### config.mk
export PLATFORM = sky130hd
export DESIGN_NAME = igc_config_gc
export DESIGN_NICKNAME = d
export VERILOG_FILES = /design/src/rtl/igc_pkg.sv /design/src/rtl/igc_rx_if.sv /design/src/rtl/igc_config_gc.sv /design/src/rtl/igc_slave_rx.sv
export SDC_FILE = /design/constraint.sdc
export NUM_CORES = 1
export LEC_CHECK = 0
export BUFFER_PORTS_ARGS = -buffer_cell sky130_fd_sc_hd__buf_4
export CAP_MARGIN = 40
export CORE_MARGIN = 2
export CORE_UTILIZATION = 40
export CTS_CLUSTER_DIAMETER = 40
export DETAILED_ROUTE_END_ITERATION = 10
export GPL_TIMING_DRIVEN = 0
export HOLD_SLACK_MARGIN = 0.1
export PLACE_DENSITY = 0.67
export SLEW_MARGIN = 20
export SYNTH_ARGS = -nofsm -noshare
export SYNTH_HDL_FRONTEND = slang
export SYNTH_HIERARCHICAL = 1
export SYNTH_SLANG_ARGS = --single-unit
### constraint.sdc
create_clock -name core_clk -period 5.8 [get_ports core_clk]
set_input_delay 0.87 -clock core_clk [delete_from_list [all_inputs] [get_ports core_clk]]
set_output_delay 0.87 -clock core_clk [all_outputs]
set_load 0.05 [all_outputs]
### src/rtl/igc_pkg.sv
// Purpose: Shared constants and types for the I2C configuration and general call block.
// Assumes: Core clock of 40 MHz, open-drain bus pins sampled synchronously.
// Notes: Field positions index the 8-bit configuration word presented on cfgWord.
package igc_pkg;

    // ****************************************************************
    // Configuration word field positions
    // ****************************************************************
    localparam int CFG_SLAVE_EN_BIT = 0;
    localparam int CFG_MASTER_EN_BIT = 1;
    localparam int CFG_RESERVED_BIT = 2;
    localparam int CFG_GC_EN_BIT = 3;
    localparam int CFG_HW_GC_EN_BIT = 4;
    localparam int CFG_BACKOFF_DIS_BIT = 5;
    localparam int CFG_LOOPBACK_BIT = 6;
    localparam int CFG_SCL_EN_BIT = 7;
    localparam logic [7:0] CFG_RESET_VALUE = 8'h00;

    // ****************************************************************
    // General call codes
    // ****************************************************************
    localparam logic [7:0] GC_ADDR_BYTE = 8'h00;
    localparam logic [7:0] GC_CMD_RESET = 8'h06;
    localparam logic [7:0] GC_CMD_PROG = 8'h04;
    localparam int NUM_SLAVE_IDS = 4;

    // ****************************************************************
    // Timing
    // ****************************************************************
    localparam int CLK_PERIOD_NS = 25;
    localparam int BACKOFF_NS = 2500;
    localparam int BACKOFF_CYCLES = (BACKOFF_NS + CLK_PERIOD_NS - 1) / CLK_PERIOD_NS;
    localparam logic [7:0] BACKOFF_LOAD = 8'(BACKOFF_CYCLES - 1);

    // ****************************************************************
    // State encodings
    // ****************************************************************
    typedef enum logic [2:0] {
        RX_IDLE = 3'b000,
        RX_ADDR = 3'b001,
        RX_AACK = 3'b010,
        RX_DATA = 3'b011,
        RX_DACK = 3'b100,
        RX_SKIP = 3'b101
    } igc_rx_state_t;

    typedef enum logic [1:0] {
        MST_IDLE = 2'b00,
        MST_RUN = 2'b01,
        MST_BACKOFF = 2'b10
    } igc_mst_state_t;

endpackage

### src/rtl/igc_rx_if.sv
// Purpose: Carrier between the configuration core and the slave receiver.
// Assumes: Both ends run on core_clk.
// Notes: The core owns the bus view and settings, the receiver owns the events.
`timescale 1ns/100ps
interface igc_rx_if;
    logic sclView;
    logic sdaView;
    logic slaveEn;
    logic gcEn;
    logic softRst;
    logic [3:0][7:0] ids;
    logic ackDrive;
    logic addrHit;
    logic [1:0] hitIdx;
    logic gcAddr;
    logic gcByteValid;
    logic [7:0] gcByte;

    modport core (output sclView, sdaView, slaveEn, gcEn, softRst, ids,
                  input ackDrive, addrHit, hitIdx, gcAddr, gcByteValid, gcByte);
    modport rx (input sclView, sdaView, slaveEn, gcEn, softRst, ids,
                output ackDrive, addrHit, hitIdx, gcAddr, gcByteValid, gcByte);
endinterface

### src/rtl/igc_config_gc.sv
// Purpose: Lower configuration bits of an I2C controller with general call handling.
// Assumes: Bus pins are open drain and synchronous to core_clk; the byte engine is outside.
// Notes: The master byte engine drives mstSclLow and mstSdaLow and reports mstArbLost.
//
// Function
// - Loopback bit routes own transmit into receive.
// - Backoff disabled: retry at once after arbitration loss.
// - Backoff enabled: wait before retrying after loss.
// - Hardware general call: data byte matches alternate ID.
// - General call enable: acknowledge address zero, take byte.
// - Byte 0x06 resets the I2C interface.
// - Byte 0x04 flags address reprogramming for software.
// - Any enabled general call sets its status flag.
// - Bit 1 enables the master channel.
// - Bit 0 enables the slave channel.
// - Slave compares address against all four IDs.
// - Bit 7 enables master serial clock generation.
`timescale 1ns/100ps
module igc_config_gc
    import igc_pkg::*;
(
    input wire logic core_clk,
    input wire logic rstn,
    input wire logic [7:0] cfgWord,
    input wire logic [7:0] slaveMatchIdA,
    input wire logic [7:0] slaveMatchIdB,
    input wire logic [7:0] slaveMatchIdC,
    input wire logic [7:0] slaveMatchIdD,
    input wire logic [7:0] altGeneralCallId,
    input wire logic gcStatusClear,
    input wire logic mstStartReq,
    input wire logic mstArbLost,
    input wire logic mstSclLow,
    input wire logic mstSdaLow,
    input wire logic sclIn,
    input wire logic sdaIn,
    output logic sclOut,
    output logic sclOe,
    output logic sdaOut,
    output logic sdaOe,
    output logic [7:0] cfgEcho,
    output logic mstStartOk,
    output logic mstSdaSeen,
    output logic slaveAddrHit,
    output logic [1:0] slaveHitIdx,
    output logic gcStatus,
    output logic hwGcStatus,
    output logic addrProgStatus,
    output logic [7:0] gcData,
    output logic ifaceReset
);

    // ****************************************************************
    // State
    // ****************************************************************
    typedef struct packed {
        logic [7:0] cfgEcho;
        logic sclOut;
        logic sclOe;
        logic sdaOut;
        logic sdaOe;
        igc_mst_state_t mstState;
        logic [7:0] backoffCnt;
        logic mstStartOk;
        logic mstSdaSeen;
        logic slaveAddrHit;
        logic [1:0] slaveHitIdx;
        logic gcStatus;
        logic hwGcStatus;
        logic addrProgStatus;
        logic [7:0] gcData;
        logic ifaceReset;
    } igc_core_st_t;

    igc_core_st_t st_reg;
    igc_core_st_t st_next;
    logic loopback;
    logic backoffDis;
    logic hwGcEn;
    logic gcEn;
    logic masterEn;
    logic slaveEn;
    logic sclEn;
    logic sclViewLocal;
    logic sdaViewLocal;

    igc_rx_if link ();

    // ****************************************************************
    // Configuration decode
    // ****************************************************************
    // Bit 2 is never decoded, so it cannot steer anything.
    assign loopback = cfgWord[CFG_LOOPBACK_BIT];
    assign backoffDis = cfgWord[CFG_BACKOFF_DIS_BIT];
    assign hwGcEn = cfgWord[CFG_HW_GC_EN_BIT];
    assign gcEn = cfgWord[CFG_GC_EN_BIT];
    assign masterEn = cfgWord[CFG_MASTER_EN_BIT];
    assign slaveEn = cfgWord[CFG_SLAVE_EN_BIT];
    assign sclEn = cfgWord[CFG_SCL_EN_BIT];

    // In loopback the receive path sees our own drivers instead of the pins.
    // The pins are released meanwhile so a self test never disturbs other bus users.
    assign sclViewLocal = loopback ? ~(masterEn & sclEn & mstSclLow) : sclIn;
    assign sdaViewLocal = loopback ? ~((masterEn & mstSdaLow) | link.ackDrive) : sdaIn;

    // Settings handed to the slave receiver.
    assign link.sclView = sclViewLocal;
    assign link.sdaView = sdaViewLocal;
    assign link.slaveEn = slaveEn;
    assign link.gcEn = gcEn;
    assign link.softRst = st_reg.ifaceReset;
    assign link.ids = {slaveMatchIdD, slaveMatchIdC, slaveMatchIdB, slaveMatchIdA};

    igc_slave_rx u_rx (
        .core_clk(core_clk),
        .rstn(rstn),
        .link(link)
    );

    // ****************************************************************
    // Next state
    // ****************************************************************
    always_comb begin
        logic gcSet;
        logic hwMatch;
        st_next = st_reg;
        gcSet = 1'b0;
        hwMatch = 1'b0;

        // Echo of the configuration with the reserved bit forced low.
        st_next.cfgEcho = cfgWord;
        st_next.cfgEcho[CFG_RESERVED_BIT] = 1'b0;

        // Open-drain pins: output level is always low, enable means pulling down.
        st_next.sclOut = 1'b0;
        st_next.sdaOut = 1'b0;
        st_next.sclOe = ~loopback & masterEn & sclEn & mstSclLow;
        st_next.sdaOe = ~loopback & ((masterEn & mstSdaLow) | link.ackDrive);
        st_next.mstSdaSeen = sdaViewLocal;

        // Master start permission with optional backoff after lost arbitration.
        if (!masterEn || st_reg.ifaceReset) begin
            st_next.mstState = MST_IDLE;
            st_next.mstStartOk = 1'b0;
        end else begin
            unique case (st_reg.mstState)
                MST_IDLE: begin
                    if (mstStartReq) begin
                        st_next.mstState = MST_RUN;
                        st_next.mstStartOk = 1'b1;
                    end
                end
                MST_RUN: begin
                    if (!mstStartReq) begin
                        st_next.mstState = MST_IDLE;
                        st_next.mstStartOk = 1'b0;
                    end else if (mstArbLost && backoffDis) begin
                        st_next.mstStartOk = 1'b1;
                    end else if (mstArbLost) begin
                        st_next.mstState = MST_BACKOFF;
                        st_next.mstStartOk = 1'b0;
                        st_next.backoffCnt = BACKOFF_LOAD;
                    end
                end
                MST_BACKOFF: begin
                    if (st_reg.backoffCnt != 8'h00) begin
                        st_next.backoffCnt = st_reg.backoffCnt - 8'h01;
                    end else if (mstStartReq) begin
                        st_next.mstState = MST_RUN;
                        st_next.mstStartOk = 1'b1;
                    end else begin
                        st_next.mstState = MST_IDLE;
                    end
                end
                default: begin
                    st_next.mstState = MST_IDLE;
                    st_next.mstStartOk = 1'b0;
                end
            endcase
        end

        // Slave address match reporting, one cycle per matched address.
        st_next.slaveAddrHit = link.addrHit;
        if (link.addrHit) begin
            st_next.slaveHitIdx = link.hitIdx;
        end

        // General call byte handling; the hardware call check has priority over the codes.
        st_next.ifaceReset = 1'b0;
        if (link.gcByteValid) begin
            st_next.gcData = link.gcByte;
            hwMatch = hwGcEn && link.gcByte == altGeneralCallId;
        end
        gcSet = link.gcAddr;

        // Clearing is done first so that a same-cycle event still sets its flag.
        if (gcStatusClear) begin
            st_next.gcStatus = 1'b0;
            st_next.hwGcStatus = 1'b0;
            st_next.addrProgStatus = 1'b0;
        end
        if (gcSet) begin
            st_next.gcStatus = 1'b1;
        end
        if (hwMatch) begin
            st_next.hwGcStatus = 1'b1;
        end else if (link.gcByteValid && link.gcByte == GC_CMD_RESET) begin
            st_next.ifaceReset = 1'b1;
        end else if (link.gcByteValid && link.gcByte == GC_CMD_PROG) begin
            st_next.addrProgStatus = 1'b1;
        end
    end

    // ****************************************************************
    // State register
    // ****************************************************************
    always_ff @(posedge core_clk or negedge rstn) begin
        if (!rstn) begin
            st_reg <= '{cfgEcho: CFG_RESET_VALUE, mstState: MST_IDLE, default: '0};
        end else begin
            st_reg <= st_next;
        end
    end

    assign sclOut = st_reg.sclOut;
    assign sclOe = st_reg.sclOe;
    assign sdaOut = st_reg.sdaOut;
    assign sdaOe = st_reg.sdaOe;
    assign cfgEcho = st_reg.cfgEcho;
    assign mstStartOk = st_reg.mstStartOk;
    assign mstSdaSeen = st_reg.mstSdaSeen;
    assign slaveAddrHit = st_reg.slaveAddrHit;
    assign slaveHitIdx = st_reg.slaveHitIdx;
    assign gcStatus = st_reg.gcStatus;
    assign hwGcStatus = st_reg.hwGcStatus;
    assign addrProgStatus = st_reg.addrProgStatus;
    assign gcData = st_reg.gcData;
    assign ifaceReset = st_reg.ifaceReset;

endmodule

### src/rtl/igc_slave_rx.sv
// Purpose: Slave address receiver with general call byte capture.
// Assumes: sclView and sdaView are already synchronous to core_clk.
// Notes: A matched device address is acknowledged and the rest of the transfer skipped.
`timescale 1ns/100ps
module igc_slave_rx
    import igc_pkg::*;
(
    input wire logic core_clk,
    input wire logic rstn,
    igc_rx_if.rx link
);

    typedef struct packed {
        igc_rx_state_t state;
        logic sclPrev;
        logic sdaPrev;
        logic [7:0] shift;
        logic [2:0] bitCnt;
        logic ackDrive;
        logic isGc;
        logic addrHit;
        logic [1:0] hitIdx;
        logic gcAddr;
        logic gcByteValid;
    } igc_rx_st_t;

    igc_rx_st_t rx_reg;
    igc_rx_st_t rx_next;
    logic [7:0] newByte;
    logic [NUM_SLAVE_IDS-1:0] idHit;

    assign newByte = {rx_reg.shift[6:0], link.sdaView};

    // Each ID holds a 7-bit address in its low bits; compare it with the address field.
    genvar gi;
    generate
        for (gi = 0; gi < NUM_SLAVE_IDS; gi++) begin : g_id
            assign idHit[gi] = (newByte[7:1] == link.ids[gi][6:0]);
        end
    endgenerate

    // Bus event decode, bit shifting and the acknowledge slot.
    always_comb begin
        logic rise;
        logic fall;
        logic start;
        logic stop;
        rise = ~rx_reg.sclPrev & link.sclView;
        fall = rx_reg.sclPrev & ~link.sclView;
        start = rx_reg.sclPrev & link.sclView & rx_reg.sdaPrev & ~link.sdaView;
        stop = rx_reg.sclPrev & link.sclView & ~rx_reg.sdaPrev & link.sdaView;
        rx_next = rx_reg;
        rx_next.sclPrev = link.sclView;
        rx_next.sdaPrev = link.sdaView;
        rx_next.addrHit = 1'b0;
        rx_next.gcAddr = 1'b0;
        rx_next.gcByteValid = 1'b0;
        if (link.softRst || !link.slaveEn) begin
            rx_next.state = RX_IDLE;
            rx_next.ackDrive = 1'b0;
        end else if (start) begin
            rx_next.state = RX_ADDR;
            rx_next.bitCnt = 3'h0;
            rx_next.ackDrive = 1'b0;
        end else if (stop) begin
            rx_next.state = RX_IDLE;
            rx_next.ackDrive = 1'b0;
        end else begin
            unique case (rx_reg.state)
                RX_IDLE, RX_SKIP: begin
                end
                RX_ADDR, RX_DATA: begin
                    if (rise) begin
                        rx_next.shift = newByte;
                        rx_next.bitCnt = rx_reg.bitCnt + 3'h1;
                        if (rx_reg.bitCnt == 3'h7 && rx_reg.state == RX_DATA) begin
                            rx_next.state = RX_DACK;
                            rx_next.gcByteValid = 1'b1;
                        end else if (rx_reg.bitCnt == 3'h7) begin
                            rx_next.isGc = link.gcEn && newByte == GC_ADDR_BYTE;
                            rx_next.gcAddr = link.gcEn && newByte == GC_ADDR_BYTE;
                            rx_next.addrHit = |idHit;
                            rx_next.hitIdx = idHit[0] ? 2'h0 : idHit[1] ? 2'h1 :
                                             idHit[2] ? 2'h2 : 2'h3;
                            rx_next.state = ((link.gcEn && newByte == GC_ADDR_BYTE) || |idHit)
                                            ? RX_AACK : RX_SKIP;
                        end
                    end
                end
                RX_AACK, RX_DACK: begin
                    // Pull SDA from the eighth falling edge to the ninth.
                    if (fall && !rx_reg.ackDrive) begin
                        rx_next.ackDrive = 1'b1;
                    end else if (fall) begin
                        rx_next.ackDrive = 1'b0;
                        rx_next.bitCnt = 3'h0;
                        rx_next.state = (rx_reg.state == RX_AACK && rx_reg.isGc) ? RX_DATA
                                                                                 : RX_SKIP;
                    end
                end
                default: begin
                    rx_next.state = RX_IDLE;
                end
            endcase
        end
    end

    // State register.
    always_ff @(posedge core_clk or negedge rstn) begin
        if (!rstn) begin
            rx_reg <= '{state: RX_IDLE, sclPrev: 1'b1, sdaPrev: 1'b1, default: '0};
        end else begin
            rx_reg <= rx_next;
        end
    end

    assign link.ackDrive = rx_reg.ackDrive;
    assign link.addrHit = rx_reg.addrHit;
    assign link.hitIdx = rx_reg.hitIdx;
    assign link.gcAddr = rx_reg.gcAddr;
    assign link.gcByteValid = rx_reg.gcByteValid;
    assign link.gcByte = rx_reg.shift;

endmodule

Word-level counts from Yosys, hierarchy flattened
Cells that the tools add are included.
Word-level totals
  bits in registers: 59
  bits of input ports: 57
  logic and storage cells: 183
Operators by class
  add/subtract/negate cells: 2
  equal/unequal tests: 33
  muxes and demuxes: 60
  bitwise logic cells: 27
  reductions and logical operators: 36
Operator list (number)
  2-to-1 mux 3 bit: 14
  equality test 7 bit: 4
  2-to-1 mux 5 bit: 5
  2-to-1 mux 1 bit: 22
  equality test 8 x 3 -> 1 bit, second input constant: 2
  2-to-1 mux 4 bit: 4
  2-to-1 mux 8 bit: 2
  one-hot mux 8 bit (2 select lines): 1
  bitwise AND 1 bit: 14
  2-to-1 mux 2 bit: 6
  NOT 1 bit: 12
  AND reduction 6 bit: 2
  2-to-1 mux 11 bit: 1
  2-to-1 mux 10 bit: 1
  != test 5 x 1 -> 1 bit, second input constant: 2
  AND reduction 5 bit: 2
  equality test 3 bit, second input constant: 3
  one-hot mux 3 bit (3 select lines): 1
  equality test 8 bit: 1
  logical AND 1 bit: 8
  logical NOT 8 bit: 1
  != test 2 bit, second input constant: 4
  != test 4 bit, second input constant: 2
  nonzero test 8 bit: 1
  31 further kinds: 43

Depth between registers and ports, before layout
  depth after elaboration: 15
  depth in mapped cells: 9
  mapped depth without buffers: 8

Modules after synthesis
The synthesis kept the hierarchy.
By module, submodules not included
  igc_config_gc: times used 1, cells each 174, area each 1923.1 um^2
  igc_slave_rx: times used 1, cells each 159, area each 1550.2 um^2

Worst setup path before layout
OpenSTA, ideal clock, no wires.
  path kind: input to register
  from: input mstSdaLow
  to: register u_rx.rx_reg, in the netlist u_rx/link.hitIdx[0]
  library setup time: 0.095 ns
  data arrival time: 2.617 ns
  required time: 5.705 ns
  setup slack: 3.087 ns
  cell stages on the path: 8
  path buffers: 1
  path through: a21oi_1 mux2_2 xor2_1 a31oi_4 nand4b_4 or3b_1 clkbuf_2 o31ai_1
Between the ends
  longest elaborated chain between the ends: 8
RTL lines
  from (decl): RTL line igc_config_gc.sv:34  | input wire logic mstSdaLow,
  bitwise AND 1 bit *: RTL line igc_config_gc.sv:104  | assign sdaViewLocal = loopback ? ~((masterEn & mstSdaLow) | link.ackDrive) : sdaIn;
  bitwise OR 1 bit *: RTL line igc_config_gc.sv:104
  NOT 1 bit *: RTL line igc_config_gc.sv:104
  2-to-1 mux 1 bit *: RTL line igc_config_gc.sv:104
  via link.sdaView: RTL line igc_rx_if.sv:7  | logic sdaView;
  NOT 1 bit: RTL line igc_slave_rx.sv:50  | start = rx_reg.sclPrev & link.sclView & rx_reg.sdaPrev & ~link.sdaView;
  bitwise AND 1 bit: RTL line igc_slave_rx.sv:50
  NOT 1 bit (no source line)
  AND reduction 7 bit (no source line) *
  to (signal assigned): RTL line igc_slave_rx.sv:113  | rx_reg <= rx_next;
  to (decl): RTL line igc_slave_rx.sv:27  | igc_rx_st_t rx_reg;
The timed path passes the listed nets; every way through them passes the cells marked *.
A chain may end at the register's enable or synchronous reset.

Final worst setup path
  from: input cfgWord[6]
  to: register u_rx.rx_reg, in the netlist u_rx/link.hitIdx[0]
RTL lines
  from (decl): RTL line igc_config_gc.sv:24  | input wire logic [7:0] cfgWord,
  2-to-1 mux 1 bit *: RTL line igc_config_gc.sv:104
  via link.sdaView: RTL line igc_rx_if.sv:7
  NOT 1 bit: RTL line igc_slave_rx.sv:50
  bitwise AND 1 bit: RTL line igc_slave_rx.sv:50
  NOT 1 bit (no source line)
  AND reduction 7 bit (no source line) *
Marked as above.

==> impl_results.md <==
- Outcome: finished clean
- Initial core utilization: 41.9%
- Design Power: 1.17 mW
- Fraction of layout cells with a size suffix above 1: 39.2%
- Inst Count DP: 517
- Setup bufs post-CTS: 0
- DRC viols: 0
- Total CTS buffers: 9
- Final Util: 52.9%
- CP startpoint kind: input port
- Vias in the first global route: 2574
- Vias: 2662
- Final instance count without filler cells: 534
- DP HPWL: 5.45 mm
- Largest register FFs: 10
- Core Box Area: 0.00830 mm²
- Final Net Count: 489
- Asr flop ratio synth: 100%
- Post-CTS Resized: 0
- Post-Place Cell Area: 0.00419 mm²
- Crit. End Element: register
- Die Wd: 97.2 µm
- Fillcell total: 754
- Clk root buf: clkbuf_8
- Seq. cell area: 0.00148 mm²
- Routed length per instance: 13.6 µm
- Grt ovf: 0
- Post-synth EDFFs: 0
- Synth top area share: 41.1%
- Antenna Nets Post-Route: 0
- Cell Area, Synth: 0.00347 mm²
- Die height: 97.2 µm
- LEAKAGE: 2.20 nW
- Crit path arrival time: 2.98 ns
- Initial antenna violation count: 0
- Synth Instances: 333
- Tcrit/Tclk final: 47.3%
- MaxCap Viol Count: 0
- RSZ-0062 raised after global routing: false
- Clk buf depth: 2
- Max Fclk: 364 MHz
- Register area share after synthesis: 42.6%
- Least-Margin Pin Slew: 0.679 ns
- Rel. slew slack: 54.3%
- Top post-synthesis cells by area: dfrtp_1, buf_4, mux2_2
- Clock latency on the worst-skew pair: 0.33 ns
- Post-synth top area cell: dfrtp_1
- Clock-pin slew on the worst setup and hold paths: 0.07 ns
- TNS Setup: 0 ns
- Worst Skew: 0.00964 ns
- Final setup vio count: 0
- Largest net degree at the start of global routing: 60
- Die ar.: 0.00944 mm²
- Synth warn: 6
- First-pass GRT wire length: 12.2 mm
- Crit path time final: 2.75 ns
- Final Hold Slack: 0.440 ns
- Detailed Route WL: 7.24 mm
- Final hold viol count: 0
- Vias per inst: 4.99
- CP max FO: 10
- Seq cells post-synth: 59
- Ant. Diodes: 0
- Overall Global Routing Usage: 15.9%
- Worst setup margin: 3.05 ns
- I/O pins: 86
- CTS sink count: 59
- Multi-input gate area: 0.00165 mm²
- Critical Path RT: 6.04 ns
- Drt pass-1 iters: 4
- Peak VDD IR: 110 µV
- CTS tree: built
- # H-tree levels: 3
- Area grow syn2layout: 26.4%
- Syn Area/Cell: 10.4 µm²
- Routability cong.: 0.844
- Crit Path Class: input port to register
- IO buf count: 77
- Setup Slack @ Placement: 2.67 ns
- Hold_buf cts: 0
- Ys flop type: dfrtp_1
- Power per cell area: 267 mW/mm²
- Synth unique cells: 60
- Design area: 0.00439 mm²
- Iteration-0 DRC Markers: 83
- Row count: 33
- HP Class: register to register
- Final max-slew violation count: 0
## power breakdown
| part | switching [mW] | internal, mW |
|---|---|---|
| Clock | 0.157 | 0.177 |
| Combinational | 0.198 | 0.166 |
| Sequential | 0.0252 | 0.448 |
## path summary, 6_finish.rpt
path | startpoint | end | slack, ns | cells after the start
max in group asynchronous | rstn | u_rx/rx_reg[18] | 4.98 | 2
min reg2reg | u_rx/link.gcAddr | gcStatus | 0.44 | 1
min in group asynchronous | rstn | st_reg[18] | 0.52 | 2
min | u_rx/link.gcAddr | gcStatus | 0.44 | 1
max | cfgWord[6] | u_rx/link.hitIdx[0] | 3.05 | 8
max reg2reg | u_rx/link.ackDrive | u_rx/link.hitIdx[0] | 3.32 | 8
## logic make-up after synthesis
kind of cell / count (synthesis) / synth area share [%]
DFF: 59 / 42.6
muxes: 21 / 6.77
adders and majority gates: 8 / 2.88
xor gates and xnor gates: 40 / 10.1
and+or+nand+nor: 91 / 15.9
other: 1 / 0.108
AOI/OAI and AO/OA: 53 / 11.5
buffers and inverters: 60 / 10.2
## routing by layer
metal	track usage [%]	vias to the layer above	part of all wire (%)
met4	6.50	0	1.6
li1	-	1328	-
met3	4.03	9	5.1
met1	19.9	1261	45
met2	26.3	64	49
met5	0	-	0
## cell usage in the layout (no fill, tap or decap), drive strengths merged, types with 3 or more instances in the layout
| cell | instances |
|---|---|
| a21o | 3 |
| a21oi | 10 |
| a31o | 3 |
| a31oi | 3 |
| and3 | 3 |
| buf | 118 |
| clkbuf | 18 |
| clkinv | 3 |
| conb | 3 |
| dfrtp | 57 |
| ha | 8 |
| inv | 15 |
| mux2 | 20 |
| nand2 | 19 |
| nand2b | 3 |
| nand3 | 8 |
| nand3b | 3 |
| nand4 | 8 |
| nor2 | 14 |
| nor2b | 3 |
| nor3 | 5 |
| nor4 | 7 |
| nor4b | 3 |
| o211ai | 3 |
| o21ai | 6 |
| o22ai | 4 |
| o31ai | 6 |
| or3b | 3 |
| xnor2 | 18 |
| xor2 | 22 |
## critical path, cell delays in order
cell	delay, ns
buf_4	0.11
mux2_2	0.42
xor2_1	0.19
a31oi_4	0.32
nand4b_4	0.25
or3b_1	0.39
clkbuf_2	0.17
o31ai_1	0.27
## Yosys cell counts (6+ instances only)
library cell / number
nor4_1: 6
dfrtp_1: 57
inv_1: 15
nand2_1: 19
xnor2_1: 18
a21oi_1: 10
buf_2: 9
o31ai_1: 6
xor2_1: 22
nor2_1: 13
ha_1: 8
nand4_1: 8
nand3_1: 8
mux2_2: 20
buf_4: 31
## area by class of cell
type	instances	share of cell area (%)
buffer	45	6.78
clock buffer	13	3.62
clock inverter	3	0.342
inverter	15	1.28
multi-input combinational	216	37.5
sequential	59	33.7
tap	105	2.99
timing repair buffer	78	13.8
Power figures use the tool's default switching activity.
